### src/rtl/break_condition_regs.svh
`ifndef BREAK_CONDITION_REGS_SVH
`define BREAK_CONDITION_REGS_SVH
// ==========================================================
// Register offsets (byte addresses)
`define OFS_A_ADDR      8'h00
`define OFS_A_MASK      8'h04
`define OFS_A_QUAL      8'h08
`define OFS_B_ADDR      8'h0C
`define OFS_B_MASK      8'h10
`define OFS_B_QUAL      8'h14
`define OFS_B_DATA      8'h18
`define OFS_CONTROL     8'h20
`define OFS_A_SPACE     8'h24
`define OFS_B_SPACE     8'h28
`define OFS_IRQ_STATUS  8'h2C
`define OFS_IRQ_MASK    8'h30
// ==========================================================
// Field positions
`define MASK_SPACE_BIT  2
`define QUAL_SIZE_HI    6
`define CTRL_FLAG_A     15
`define CTRL_FLAG_B     14
`define CTRL_DATA_EN    7
// ==========================================================
// Reset values and writable masks
`define QUAL_RESET      16'h0000
`define QUAL_WMASK      16'h007F
`define MASK_WMASK      8'h0F
`define CTRL_WMASK      16'h0080
`endif

### src/rtl/break_condition_pkg.sv
package break_condition_pkg;
    // Monitored processor bus cycle
    typedef struct packed {
        logic        valid;
        logic        is_insn;
        logic        is_write;
        logic [2:0]  size;
        logic [7:0]  space_id;
        logic [31:0] addr;
        logic [31:0] data;
    } bus_cycle_t;
    // Register bus request
    typedef struct packed {
        logic        wr;
        logic        rd;
        logic [7:0]  addr;
        logic [31:0] wdata;
    } reg_req_t;
    // One channel's comparison setup
    typedef struct packed {
        logic [31:0] addr;
        logic [7:0]  space_id;
        logic [3:0]  mask;
        logic [6:0]  qual;
    } chan_setup_t;
endpackage

### src/rtl/break_condition_registers.sv
// Contract
// - Channel A 32-bit break address, read/write
// - Channel A address survives resets, undefined
// - Channel A 8-bit space id, read/write
// - Channel A space id not reset
// - Mask bit 2 ignores whole space id
// - Mask bits 3,1,0 select low-bit address mask
// - Unused mask and qualifier bits read zero
// - Qualifier register reset to zero only
// - Qualifier bits 5:4 select access type
// - Qualifier bits 3:2 select direction
// - Qualifier bits 6,1,0 select operand size
// - Channel B mirrors channel A layout
// - Channel B 32-bit break data register
// - Channel B data not reset
// - Mask applies to id and address
// - Match sets channel A flag bit 15
// - Data compare only when enable bit set
`timescale 1ns/1ps
`include "break_condition_regs.svh"
module break_condition_registers
    import break_condition_pkg::*;
(
    input  wire logic        sys_clk,
    input  wire logic        sys_rst,
    input  wire reg_req_t    req,
    input  wire bus_cycle_t  cyc,
    output logic [31:0]      rdata,
    output logic             chan_a_match,
    output logic             chan_b_match,
    output logic             irq
);
    // ==========================================================
    // State
    typedef struct packed {
        chan_setup_t a;          // Channel A setup
        chan_setup_t b;          // Channel B setup
        logic [31:0] b_data;     // Channel B break data
        logic        data_en;    // Data compare enable
        logic        flag_a;     // Sticky match flags
        logic        flag_b;
        logic [1:0]  irq_stat;   // Interrupt status
        logic [1:0]  irq_mask;   // Interrupt mask
        logic [31:0] rdata;
        logic        match_a;
        logic        match_b;
        logic        irq;
    } state_t;

    state_t st;
    state_t next_st;
    logic   hit_a;               // Combinational channel matches
    logic   hit_b;

    // ==========================================================
    // Address mask from three-bit code
    function automatic logic [31:0] addr_care(input logic [3:0] m);
        logic [2:0] code;
        code = {m[3], m[1], m[0]};
        case (code)
            3'h0:    addr_care = 32'hFFFFFFFF;
            3'h1:    addr_care = 32'hFFFFFC00;
            3'h2:    addr_care = 32'hFFFFF000;
            3'h3:    addr_care = 32'h00000000;
            3'h4:    addr_care = 32'hFFFF0000;
            3'h5:    addr_care = 32'hFFF00000;
            // Reserved codes: compare all bits, a harmless choice
            default: addr_care = 32'hFFFFFFFF;
        endcase
    endfunction

    // Qualifier check shared by both channels
    function automatic logic qual_ok(input logic [6:0] q, input bus_cycle_t c);
        logic ok_type;
        logic ok_dir;
        logic ok_size;
        logic [2:0] sz;
        // Code 00 means no comparison, so it always matches
        ok_type = (q[5:4] == 2'h0) || (c.is_insn ? q[4] : q[5]);
        ok_dir  = (q[3:2] == 2'h0) || (c.is_write ? q[3] : q[2]);
        sz      = {q[`QUAL_SIZE_HI], q[1:0]};
        ok_size = (sz == 3'h0) || (sz == c.size);
        qual_ok = ok_type && ok_dir && ok_size;
    endfunction

    // Full channel comparison
    function automatic logic chan_hit(input chan_setup_t s, input bus_cycle_t c);
        logic [31:0] care;
        logic        id_ok;
        care  = addr_care(s.mask);
        // Space id is all-or-nothing
        id_ok = s.mask[`MASK_SPACE_BIT] || (s.space_id == c.space_id);
        chan_hit = c.valid && id_ok && (((s.addr ^ c.addr) & care) == 32'h0)
                   && qual_ok(s.qual, c);
    endfunction

    // ==========================================================
    // Matches
    always_comb begin
        hit_a = chan_hit(st.a, cyc);
        // Data only takes part when enabled
        hit_b = chan_hit(st.b, cyc) &&
                (!st.data_en || (st.b_data == cyc.data));
    end

    // ==========================================================
    // Next state
    always_comb begin
        next_st         = st;
        next_st.match_a = hit_a;
        next_st.match_b = hit_b;
        next_st.rdata   = 32'h0;
        // Register writes
        if (req.wr) begin
            case (req.addr)
                `OFS_A_ADDR:  next_st.a.addr = req.wdata;
                `OFS_A_SPACE: next_st.a.space_id = req.wdata[7:0];
                `OFS_A_MASK:  next_st.a.mask = req.wdata[3:0];
                `OFS_A_QUAL:  next_st.a.qual = req.wdata[6:0];
                `OFS_B_ADDR:  next_st.b.addr = req.wdata;
                `OFS_B_SPACE: next_st.b.space_id = req.wdata[7:0];
                `OFS_B_MASK:  next_st.b.mask = req.wdata[3:0];
                `OFS_B_QUAL:  next_st.b.qual = req.wdata[6:0];
                `OFS_B_DATA:  next_st.b_data = req.wdata;
                `OFS_CONTROL: begin
                    next_st.data_en = req.wdata[`CTRL_DATA_EN];
                    next_st.flag_a  = req.wdata[`CTRL_FLAG_A];
                    next_st.flag_b  = req.wdata[`CTRL_FLAG_B];
                end
                `OFS_IRQ_STATUS: next_st.irq_stat = st.irq_stat & ~req.wdata[1:0];
                `OFS_IRQ_MASK:   next_st.irq_mask = req.wdata[1:0];
                default: ;
            endcase
        end
        // Hardware set wins over a software clear
        if (hit_a) begin
            next_st.flag_a      = 1'b1;
            next_st.irq_stat[0] = 1'b1;
        end
        if (hit_b) begin
            next_st.flag_b      = 1'b1;
            next_st.irq_stat[1] = 1'b1;
        end
        // Reads: data the cycle after; unused bits zero
        if (req.rd) begin
            case (req.addr)
                `OFS_A_ADDR:  next_st.rdata = st.a.addr;
                `OFS_A_SPACE: next_st.rdata = {24'h0, st.a.space_id};
                `OFS_A_MASK:  next_st.rdata = {28'h0, st.a.mask};
                `OFS_A_QUAL:  next_st.rdata = {25'h0, st.a.qual};
                `OFS_B_ADDR:  next_st.rdata = st.b.addr;
                `OFS_B_SPACE: next_st.rdata = {24'h0, st.b.space_id};
                `OFS_B_MASK:  next_st.rdata = {28'h0, st.b.mask};
                `OFS_B_QUAL:  next_st.rdata = {25'h0, st.b.qual};
                `OFS_B_DATA:  next_st.rdata = st.b_data;
                `OFS_CONTROL: next_st.rdata = {16'h0, st.flag_a, st.flag_b, 6'h0,
                                               st.data_en, 7'h0};
                `OFS_IRQ_STATUS: next_st.rdata = {30'h0, st.irq_stat};
                `OFS_IRQ_MASK:   next_st.rdata = {30'h0, st.irq_mask};
                default:         next_st.rdata = 32'h0;   // Unmapped reads zero
            endcase
        end
        next_st.irq = |(next_st.irq_stat & next_st.irq_mask);
    end

    // ==========================================================
    // Registers: setup values other than the qualifiers keep contents over reset
    always_ff @(posedge sys_clk) begin
        st <= next_st;
        if (sys_rst) begin
            st.a.qual   <= 7'(`QUAL_RESET);
            st.b.qual   <= 7'(`QUAL_RESET);
            st.flag_a   <= 1'b0;
            st.flag_b   <= 1'b0;
            st.irq_stat <= 2'h0;
            st.irq_mask <= 2'h0;
            st.rdata    <= 32'h0;
            st.match_a  <= 1'b0;
            st.match_b  <= 1'b0;
            st.irq      <= 1'b0;
        end
    end

    assign rdata        = st.rdata;
    assign chan_a_match = st.match_a;
    assign chan_b_match = st.match_b;
    assign irq          = st.irq;

    // ==========================================================
    // Checks
    // Setup registers other than the qualifiers hold X until written, so the gate checks below only
    // trigger once their antecedent fields are known values.

    // A channel A hit always raises its sticky flag
    chk_flag_a_set: assert property (
        @(posedge sys_clk) disable iff (sys_rst)
        hit_a |=> st.flag_a)
        else $error("flag a not set");
    // Only a control write may lower the flag
    chk_flag_a_hold: assert property (
        @(posedge sys_clk) disable iff (sys_rst)
        st.flag_a && !(req.wr && req.addr == `OFS_CONTROL) |=> st.flag_a)
        else $error("flag a cleared by hardware");
    // Channel B flag follows its own hits
    chk_flag_b_set: assert property (
        @(posedge sys_clk) disable iff (sys_rst)
        hit_b |=> st.flag_b)
        else $error("flag b not set");
    // Without a hit the written value lands in the flag
    chk_flag_a_write: assert property (
        @(posedge sys_clk) disable iff (sys_rst)
        req.wr && req.addr == `OFS_CONTROL && !hit_a
        |=> st.flag_a == $past(req.wdata[`CTRL_FLAG_A]))
        else $error("flag a write lost");
    // Unused qualifier bits read zero
    chk_qual_read: assert property (
        @(posedge sys_clk) disable iff (sys_rst)
        req.rd && req.addr == `OFS_A_QUAL |=> rdata[31:7] == 25'h0)
        else $error("qualifier upper bits nonzero");
    // Unused mask bits read zero
    chk_mask_read: assert property (
        @(posedge sys_clk) disable iff (sys_rst)
        req.rd && req.addr == `OFS_B_MASK |=> rdata[31:4] == 28'h0)
        else $error("mask upper bits nonzero");
    // Control readback shows only the three live bits
    chk_ctrl_read: assert property (
        @(posedge sys_clk) disable iff (sys_rst)
        req.rd && req.addr == `OFS_CONTROL
        |=> rdata[31:16] == 16'h0 && rdata[13:8] == 6'h0 && rdata[6:0] == 7'h0)
        else $error("control unused bits nonzero");
    // Space id is eight bits wide on the bus
    chk_space_read: assert property (
        @(posedge sys_clk) disable iff (sys_rst)
        req.rd && req.addr == `OFS_A_SPACE |=> rdata[31:8] == 24'h0)
        else $error("space id upper bits nonzero");
    // Read data stands only in the cycle after a read
    chk_rdata_idle: assert property (
        @(posedge sys_clk) disable iff (sys_rst)
        !req.rd |=> rdata == 32'h0)
        else $error("read data without read");
    // Back-to-back write and read return the written address
    chk_addr_wr: assert property (
        @(posedge sys_clk) disable iff (sys_rst)
        req.wr && req.addr == `OFS_A_ADDR ##1 req.rd && req.addr == `OFS_A_ADDR
        |=> rdata == $past(req.wdata, 2))
        else $error("address readback wrong");
    // Channel B address takes the full word
    chk_b_addr_wr: assert property (
        @(posedge sys_clk) disable iff (sys_rst)
        req.wr && req.addr == `OFS_B_ADDR |=> st.b.addr == $past(req.wdata))
        else $error("channel b address not stored");
    // Space id keeps the low byte
    chk_space_wr: assert property (
        @(posedge sys_clk) disable iff (sys_rst)
        req.wr && req.addr == `OFS_A_SPACE |=> st.a.space_id == $past(req.wdata[7:0]))
        else $error("space id not stored");
    // Qualifier keeps its seven live bits
    chk_qual_wr: assert property (
        @(posedge sys_clk) disable iff (sys_rst)
        req.wr && req.addr == `OFS_A_QUAL |=> st.a.qual == $past(req.wdata[6:0]))
        else $error("qualifier not stored");
    // Break data takes the full word
    chk_data_wr: assert property (
        @(posedge sys_clk) disable iff (sys_rst)
        req.wr && req.addr == `OFS_B_DATA |=> st.b_data == $past(req.wdata))
        else $error("break data not stored");
    // Mask keeps its four live bits
    chk_mask_wr: assert property (
        @(posedge sys_clk) disable iff (sys_rst)
        req.wr && req.addr == `OFS_A_MASK |=> st.a.mask == $past(req.wdata[3:0]))
        else $error("mask not stored");
    // Reset clears both qualifiers
    chk_qual_reset: assert property (
        @(posedge sys_clk)
        sys_rst |=> st.a.qual == 7'h0 && st.b.qual == 7'h0)
        else $error("qualifier not reset");
    // Outputs are quiet right after a reset edge
    chk_rst_outputs: assert property (
        @(posedge sys_clk)
        sys_rst |=> !chan_a_match && !chan_b_match && !irq && rdata == 32'h0)
        else $error("outputs not cleared by reset");
    // No bus cycle, no match
    chk_invalid_nohit: assert property (
        @(posedge sys_clk) disable iff (sys_rst)
        !cyc.valid |=> !chan_a_match && !chan_b_match)
        else $error("match without bus cycle");
    // Match output follows the hit one cycle later
    chk_match_a_reg: assert property (
        @(posedge sys_clk) disable iff (sys_rst)
        hit_a |=> chan_a_match)
        else $error("channel a match lost");
    // Same for channel B
    chk_match_b_reg: assert property (
        @(posedge sys_clk) disable iff (sys_rst)
        hit_b |=> chan_b_match)
        else $error("channel b match lost");
    // Full address compare rejects any differing bit
    chk_addr_gate: assert property (
        @(posedge sys_clk) disable iff (sys_rst)
        cyc.valid && {st.a.mask[3], st.a.mask[1], st.a.mask[0]} == 3'h0
        && cyc.addr != st.a.addr |=> !chan_a_match)
        else $error("address compare ignored");
    // Space id compared unless the ignore bit is set
    chk_space_gate: assert property (
        @(posedge sys_clk) disable iff (sys_rst)
        cyc.valid && !st.a.mask[`MASK_SPACE_BIT] && cyc.space_id != st.a.space_id
        |=> !chan_a_match)
        else $error("space id compare ignored");
    // Fetch-only setting rejects operand cycles
    chk_type_gate: assert property (
        @(posedge sys_clk) disable iff (sys_rst)
        cyc.valid && st.a.qual[5:4] == 2'h1 && !cyc.is_insn |=> !chan_a_match)
        else $error("access type ignored");
    // Read-only setting rejects write cycles
    chk_dir_gate: assert property (
        @(posedge sys_clk) disable iff (sys_rst)
        cyc.valid && st.a.qual[3:2] == 2'h1 && cyc.is_write |=> !chan_a_match)
        else $error("direction ignored");
    // A selected size rejects every other size
    chk_size_gate: assert property (
        @(posedge sys_clk) disable iff (sys_rst)
        cyc.valid && {st.a.qual[6], st.a.qual[1:0]} != 3'h0
        && {st.a.qual[6], st.a.qual[1:0]} != cyc.size |=> !chan_a_match)
        else $error("size ignored");
    // Data compare blocks channel B when enabled
    chk_data_gate: assert property (
        @(posedge sys_clk) disable iff (sys_rst)
        st.data_en && cyc.data != st.b_data |=> !chan_b_match)
        else $error("data compare ignored");
    // Interrupt level tracks status and mask
    chk_irq_level: assert property (
        @(posedge sys_clk) disable iff (sys_rst)
        ##1 irq == |(st.irq_stat & st.irq_mask))
        else $error("irq mismatch");
    // Write-one clears a status bit when no new hit lands
    chk_irq_clear: assert property (
        @(posedge sys_clk) disable iff (sys_rst)
        req.wr && req.addr == `OFS_IRQ_STATUS && req.wdata[0] && !hit_a
        |=> !st.irq_stat[0])
        else $error("status bit not cleared");

    // ==========================================================
    // Scenario covers
    cov_hit_a: cover property (@(posedge sys_clk) chan_a_match);
    cov_hit_b: cover property (@(posedge sys_clk) chan_b_match && st.data_en);
    cov_irq:   cover property (@(posedge sys_clk) irq);
    cov_b2b:   cover property (@(posedge sys_clk) req.wr ##1 req.rd);
    cov_miss:  cover property (@(posedge sys_clk) cyc.valid && st.data_en && !hit_b);
endmodule

### config.mk
export PLATFORM = sky130hd
export DESIGN_NAME = break_condition_registers
export DESIGN_NICKNAME = d
export VERILOG_FILES = /design/src/rtl/break_condition_pkg.sv /design/src/rtl/break_condition_registers.sv
export VERILOG_INCLUDE_DIRS = /design/src /design/src/rtl
export SDC_FILE = /design/constraint.sdc
export NUM_CORES = 1
export LEC_CHECK = 0
export BUFFER_PORTS_ARGS = -buffer_cell sky130_fd_sc_hd__buf_2
export CORE_MARGIN = 4
export CORE_UTILIZATION = 30
export CTS_BUF_LIST = sky130_fd_sc_hd__clkbuf_4 sky130_fd_sc_hd__clkbuf_8
export DETAILED_ROUTE_END_ITERATION = 10
export HOLD_SLACK_MARGIN = 0.12
export RECOVER_POWER = 50
export SKIP_CTS_REPAIR_TIMING = 1
export SLEW_MARGIN = 20
export SYNTH_ARGS = -nofsm -noshare
export SYNTH_HDL_FRONTEND = slang
export SYNTH_SLANG_ARGS = --single-unit
### constraint.sdc
create_clock -name sys_clk -period 4.18 [get_ports sys_clk]
set_clock_uncertainty 0.15 [all_clocks]
set_input_delay 0.836 -clock sys_clk [delete_from_list [all_inputs] [get_ports sys_clk]]
set_output_delay 0.836 -clock sys_clk [all_outputs]
set_load 0.02 [all_outputs]
* Word-level counts from Yosys, hierarchy flattened
Cells that the tools add are included.
** Storage, ports and cells
- Bits in registers :: 176
- Input bits :: 122
- Output and inout bits :: 35
- Word-level logic and storage cells :: 114
** Cells by class
- Equality and inequality tests :: 26
- Muxes and demuxes :: 14
- Bitwise logic cells :: 8
- Reduce and logical (&&, ||, !) cells :: 48
** Operators with widths (number)
- case mux 32 bit (12 select lines) :: 1
- case mux 32 bit (5 select lines) :: 2
- AND 32 bit :: 2
- logical NOT 32 bit :: 2
- XOR 32 bit :: 2
- == test 8 x 6 -> 1 bit, second input constant :: 5
- == test 32 bit :: 1
- == test 8 x 5 -> 1 bit, second input constant :: 3
- AND reduction 2 bit :: 12
- == test 8 x 4 -> 1 bit, second input constant :: 2
- == test 8 bit :: 2
- == test 3 x 2 -> 1 bit, second input constant :: 4
- == test 3 bit, second input constant :: 4
- logical AND 1 bit :: 11
- logical OR 1 bit :: 9
- == test 8 x 3 -> 1 bit, second input constant :: 1
- logical NOT 2 bit :: 4
- logical NOT 8 bit :: 1
- two-way mux 2 bit :: 4
- nonzero test 2 bit :: 4
- == test 3 x 1 -> 1 bit, second input constant :: 2
- == test 3 bit :: 2
- logical NOT 3 bit :: 2
- two-way mux 1 bit :: 6
- 6 further kinds :: 8

* Logic depth before layout (Yosys ltp)
- Depth in word-level cells :: 10
- Mapped depth :: 8
- Mapped depth without buffers :: 8

* Worst setup path after synthesis
Ideal clock, no wire load.
- Kind :: input port to flip-flop
- Start point :: input req[37] in the netlist's numbering
- End point :: register st[144] in the netlist's numbering, enable pin
- Arrival :: 2.824 ns
- Setup slack :: 0.814 ns
- Stages :: 4
- Path buffers :: 1
- Cells stage by stage :: or4_1 -> nor2_1 -> clkbuf_1 -> and2_1
** On the way
- Cells in the longest elaborated chain, start to end :: 2
** RTL lines
- from (decl) :: RTL line break_condition_registers.sv:26 : input wire reg_req_t req,
- logical NOT 8 bit :: RTL line break_condition_registers.sv:115 : case (req.addr)
- AND reduction 2 bit (no source line)
- to (signal assigned) :: RTL line break_condition_registers.sv:169 : st <= next_st;
- to (decl) :: RTL line break_condition_registers.sv:50 : state_t st;
No other way between the ends.
A chain may end at the register's enable or synchronous reset.

* Worst setup path after layout
- Start point :: input req[35] in the netlist's numbering
- End point :: register st[155] in the netlist's numbering, enable pin
Same word-level chain as after synthesis.

==> out/metrics.cfg <==
[run_status]
status = finished clean

[global_route]
grt_pass1_wl_um = 36000
grt_usage_pct = 16.9
antenna_found_initial = 1
grt_pass1_vias = 5874
grt_overflow = 0
grt_max_degree = 33

[hold_path]
worstHoldPathType = flip-flop to flip-flop

[clocking]
cts_buffers = 17
clock-sinks = 176
clockBufferDepth = 2
clock_latency_ps = 460
htree_levels = 4
cts-root-buf = clkbuf_8
cts.clk_slew.worst_paths_ps = 90
cts_tree = done

[finish]
fin_nets = 888
multi_input_area_um2 = 2780
register_area_um2 = 4730
fillers = 2613
drive_gt1_share_pct = 17.6
area_growth_pct = 16.0

[sta]
hold_violations = 0
finalSetupViolCount = 0
tightest_slew_ps = 856
finalHoldWorstSlack_ps = 343
fin_crit_sh_pct = 68.1
rsz0062_at_grt = no
slew_headroom_pct = 42.9
fin_setup_tns_ps = 0
slew_viol_final = 0
min_period_ps = 2850
fmax_ghz = 0.351

[critical_path]
crit_path_end_kind = flip-flop
slowest_stage = clkbuf_1
start_kind = primary input
crit_required_ps = 4110
worstSetupPathType = primary input to flip-flop
cp_max_fo = 12
cp.arrival_ps = 2780
crit_chain = clkbuf_1, or4_1, nor2_1, and2_0, clkbuf_1
cpPeakStageDelay_ps = 660
cpMostUsedCell = clkbuf_1

[synthesis]
synth-seq-cells = 176
synthesis.area_um2 = 7890
ys_dominant_reg_cell = edfxtp_1
synth_warnings = 0
synth-edff-count = 121
syn_inst = 632
synth_cell_type_count = 55
synthArstFlopShare_pct = 0
yosysSeqAreaShare_pct = 60.0
syn_nets = 756
syn_avg_cell_area_um2 = 12.5

[place]
routabilityCongestion = 0.920
io_buffers = 156
place.detailed.hpwl_um = 18400

[die]
die_x_um = 170
rows = 59
pin_count = 157
die-height_um = 170
start_util_pct = 30.4
die-area_um2 = 29000
core_um2 = 26000

[power]
cellPowerDensity_nw_per_um2 = 349
power.total_w = 0.00320
vdd_ir_drop_max_uv = 185
leakage_nw = 3.04

[routing]
drt_iter0_markers = 782
drc = 0
wirelength_um = 25000
vias = 5788
routedWlPerCell_um = 22.5
viasPerCell = 5.20
ant_nets = 0
drt-pass1-iter-count = 7

[flow_run]
cap_violations = 0

## worst max-delay path, delay by kind of cell
family,cells,cell delay [ps]
buffers and inverters,2,810
AND/OR/NAND/NOR,3,1140
## routing by layer
metal	track usage [%]	share of wire, %	vias up
met1	22.6	42	2821
li1	-	-	2632
met4	4.34	1.7	2
met5	0	0.032	-
met2	26.5	46	307
met3	5.71	11	26
## final timing paths
kind / from / to / slack, ps / cells past startpoint
worst min register to register: st[77]$_SDFFE_PP0P_ / st[77]$_SDFFE_PP0P_ / 340 / 2
worst max register to register: st[82]$_DFFE_PP_ / irq$_SDFF_PP0_ / 1530 / 8
worst max-delay path: req[35] / st[155]$_DFFE_PP_ / 1330 / 5
worst min-delay path: st[77]$_SDFFE_PP0P_ / st[77]$_SDFFE_PP0P_ / 340 / 2
## sequential cells by signal, indices dropped and copies added, names as in the netlist
register and flops:
irq 1, chan_a_match 1, st 141, rdata 32, chan_b_match 1
## cell families (layout without fill, tap and decap cells)
logic type,count (synthesis),in the layout,synth area share [%]
AND/OR/NAND/NOR,149,149,10.2
XOR/XNOR,116,116,12.9
AO/OA/AOI/OAI,114,114,11.1
flip-flops,176,176,60.0
multiplexers,4,4,0.507
other,0,1,0
buffers and inverters,70,215,4.85
adder cells (fa/ha/maj),3,3,0.444
## per-stage QoR
stage / instance area, um2 / setup slack, ps / utilization [%] / cells
5_1_grt: 9150 / 1290 / 35.2 / 1112
4_1_cts: 9250 / 1550 / 35.6 / 1112
6_report: 9150 / 1330 / 35.2 / 1113
2_1_floorplan: 7890 / 814 / - / 632
3_3_place_gp: 8870 / 1150 / 34.1 / 1080
3_5_place_dp: 8870 / 1150 / 34.1 / 1080
## placed cells by master, fill, tap and decap left out, types with 4 or more instances in the layout
master	instances
a21oi_1	27
a221oi_1	6
a222oi_1	29
a22o_1	5
a22oi_1	17
a31oi_1	10
and2_1	5
buf_2	87
buf_4	12
clkbuf_1	71
clkbuf_8	18
dfxtp_1	55
edfxtp_1	121
inv_1	12
mux2i_1	4
nand2_1	22
nand3_1	19
nand4_1	10
nor2_1	36
nor4_1	23
or4_1	4
xnor2_1	29
xor2_1	87
## power by group
part / leakage [nW] / switching, W / internal (W)
Combinational: 1.32 / 0.000108 / 0.0000727
Clock: 0.191 / 0.000643 / 0.000514
Sequential: 1.53 / 0.00000236 / 0.00186
Total: 3.04 / 0.000754 / 0.00245
## synthesized netlist by cell type, drive strengths merged, types with 2 or more instances
| master | n | area share (%) |
|---|---|---|
| and2 | 7 | 0.56 |
| o21ai | 3 | 0.19 |
| nor3 | 2 | 0.13 |
| nor2 | 38 | 1.8 |
| or4b | 2 | 0.25 |
| xnor2 | 29 | 3.2 |
| o22ai | 3 | 0.24 |
| a222oi | 29 | 3.7 |
| a41oi | 2 | 0.22 |
| mux2i | 4 | 0.51 |
| nor3b | 2 | 0.19 |
| or4 | 4 | 0.38 |
| or3 | 2 | 0.16 |
| nand4 | 10 | 0.79 |
| and3b | 2 | 0.22 |
| or3b | 3 | 0.33 |
| xor2 | 87 | 9.7 |
| a21oi | 28 | 1.9 |
| nand2 | 22 | 1.0 |
| edfxtp | 121 | 46 |
| dfxtp | 55 | 14 |
| ha | 2 | 0.32 |
| inv | 12 | 0.57 |
| nor4 | 24 | 2.0 |
| a221oi | 6 | 0.67 |
| o32ai | 2 | 0.22 |
| a22oi | 17 | 1.6 |
| buf | 33 | 3.1 |
| a31oi | 10 | 0.79 |
| a22o | 5 | 0.56 |
| nand3 | 19 | 1.2 |
| nor2b | 3 | 0.24 |
| clkbuf | 24 | 1.1 |
| nand3b | 3 | 0.29 |
## final cells by class
type | instances | area share (%)
flip-flops and latches | 176 | 51.7
clock buffers | 21 | 2.95
multi-input cells | 386 | 30.4
clock inverters | 11 | 1.18
repair buffers | 170 | 8.65
inverters | 13 | 0.533
diodes | 1 | 0.0273
well taps | 335 | 4.58
(Power assumes the default switching activity.)
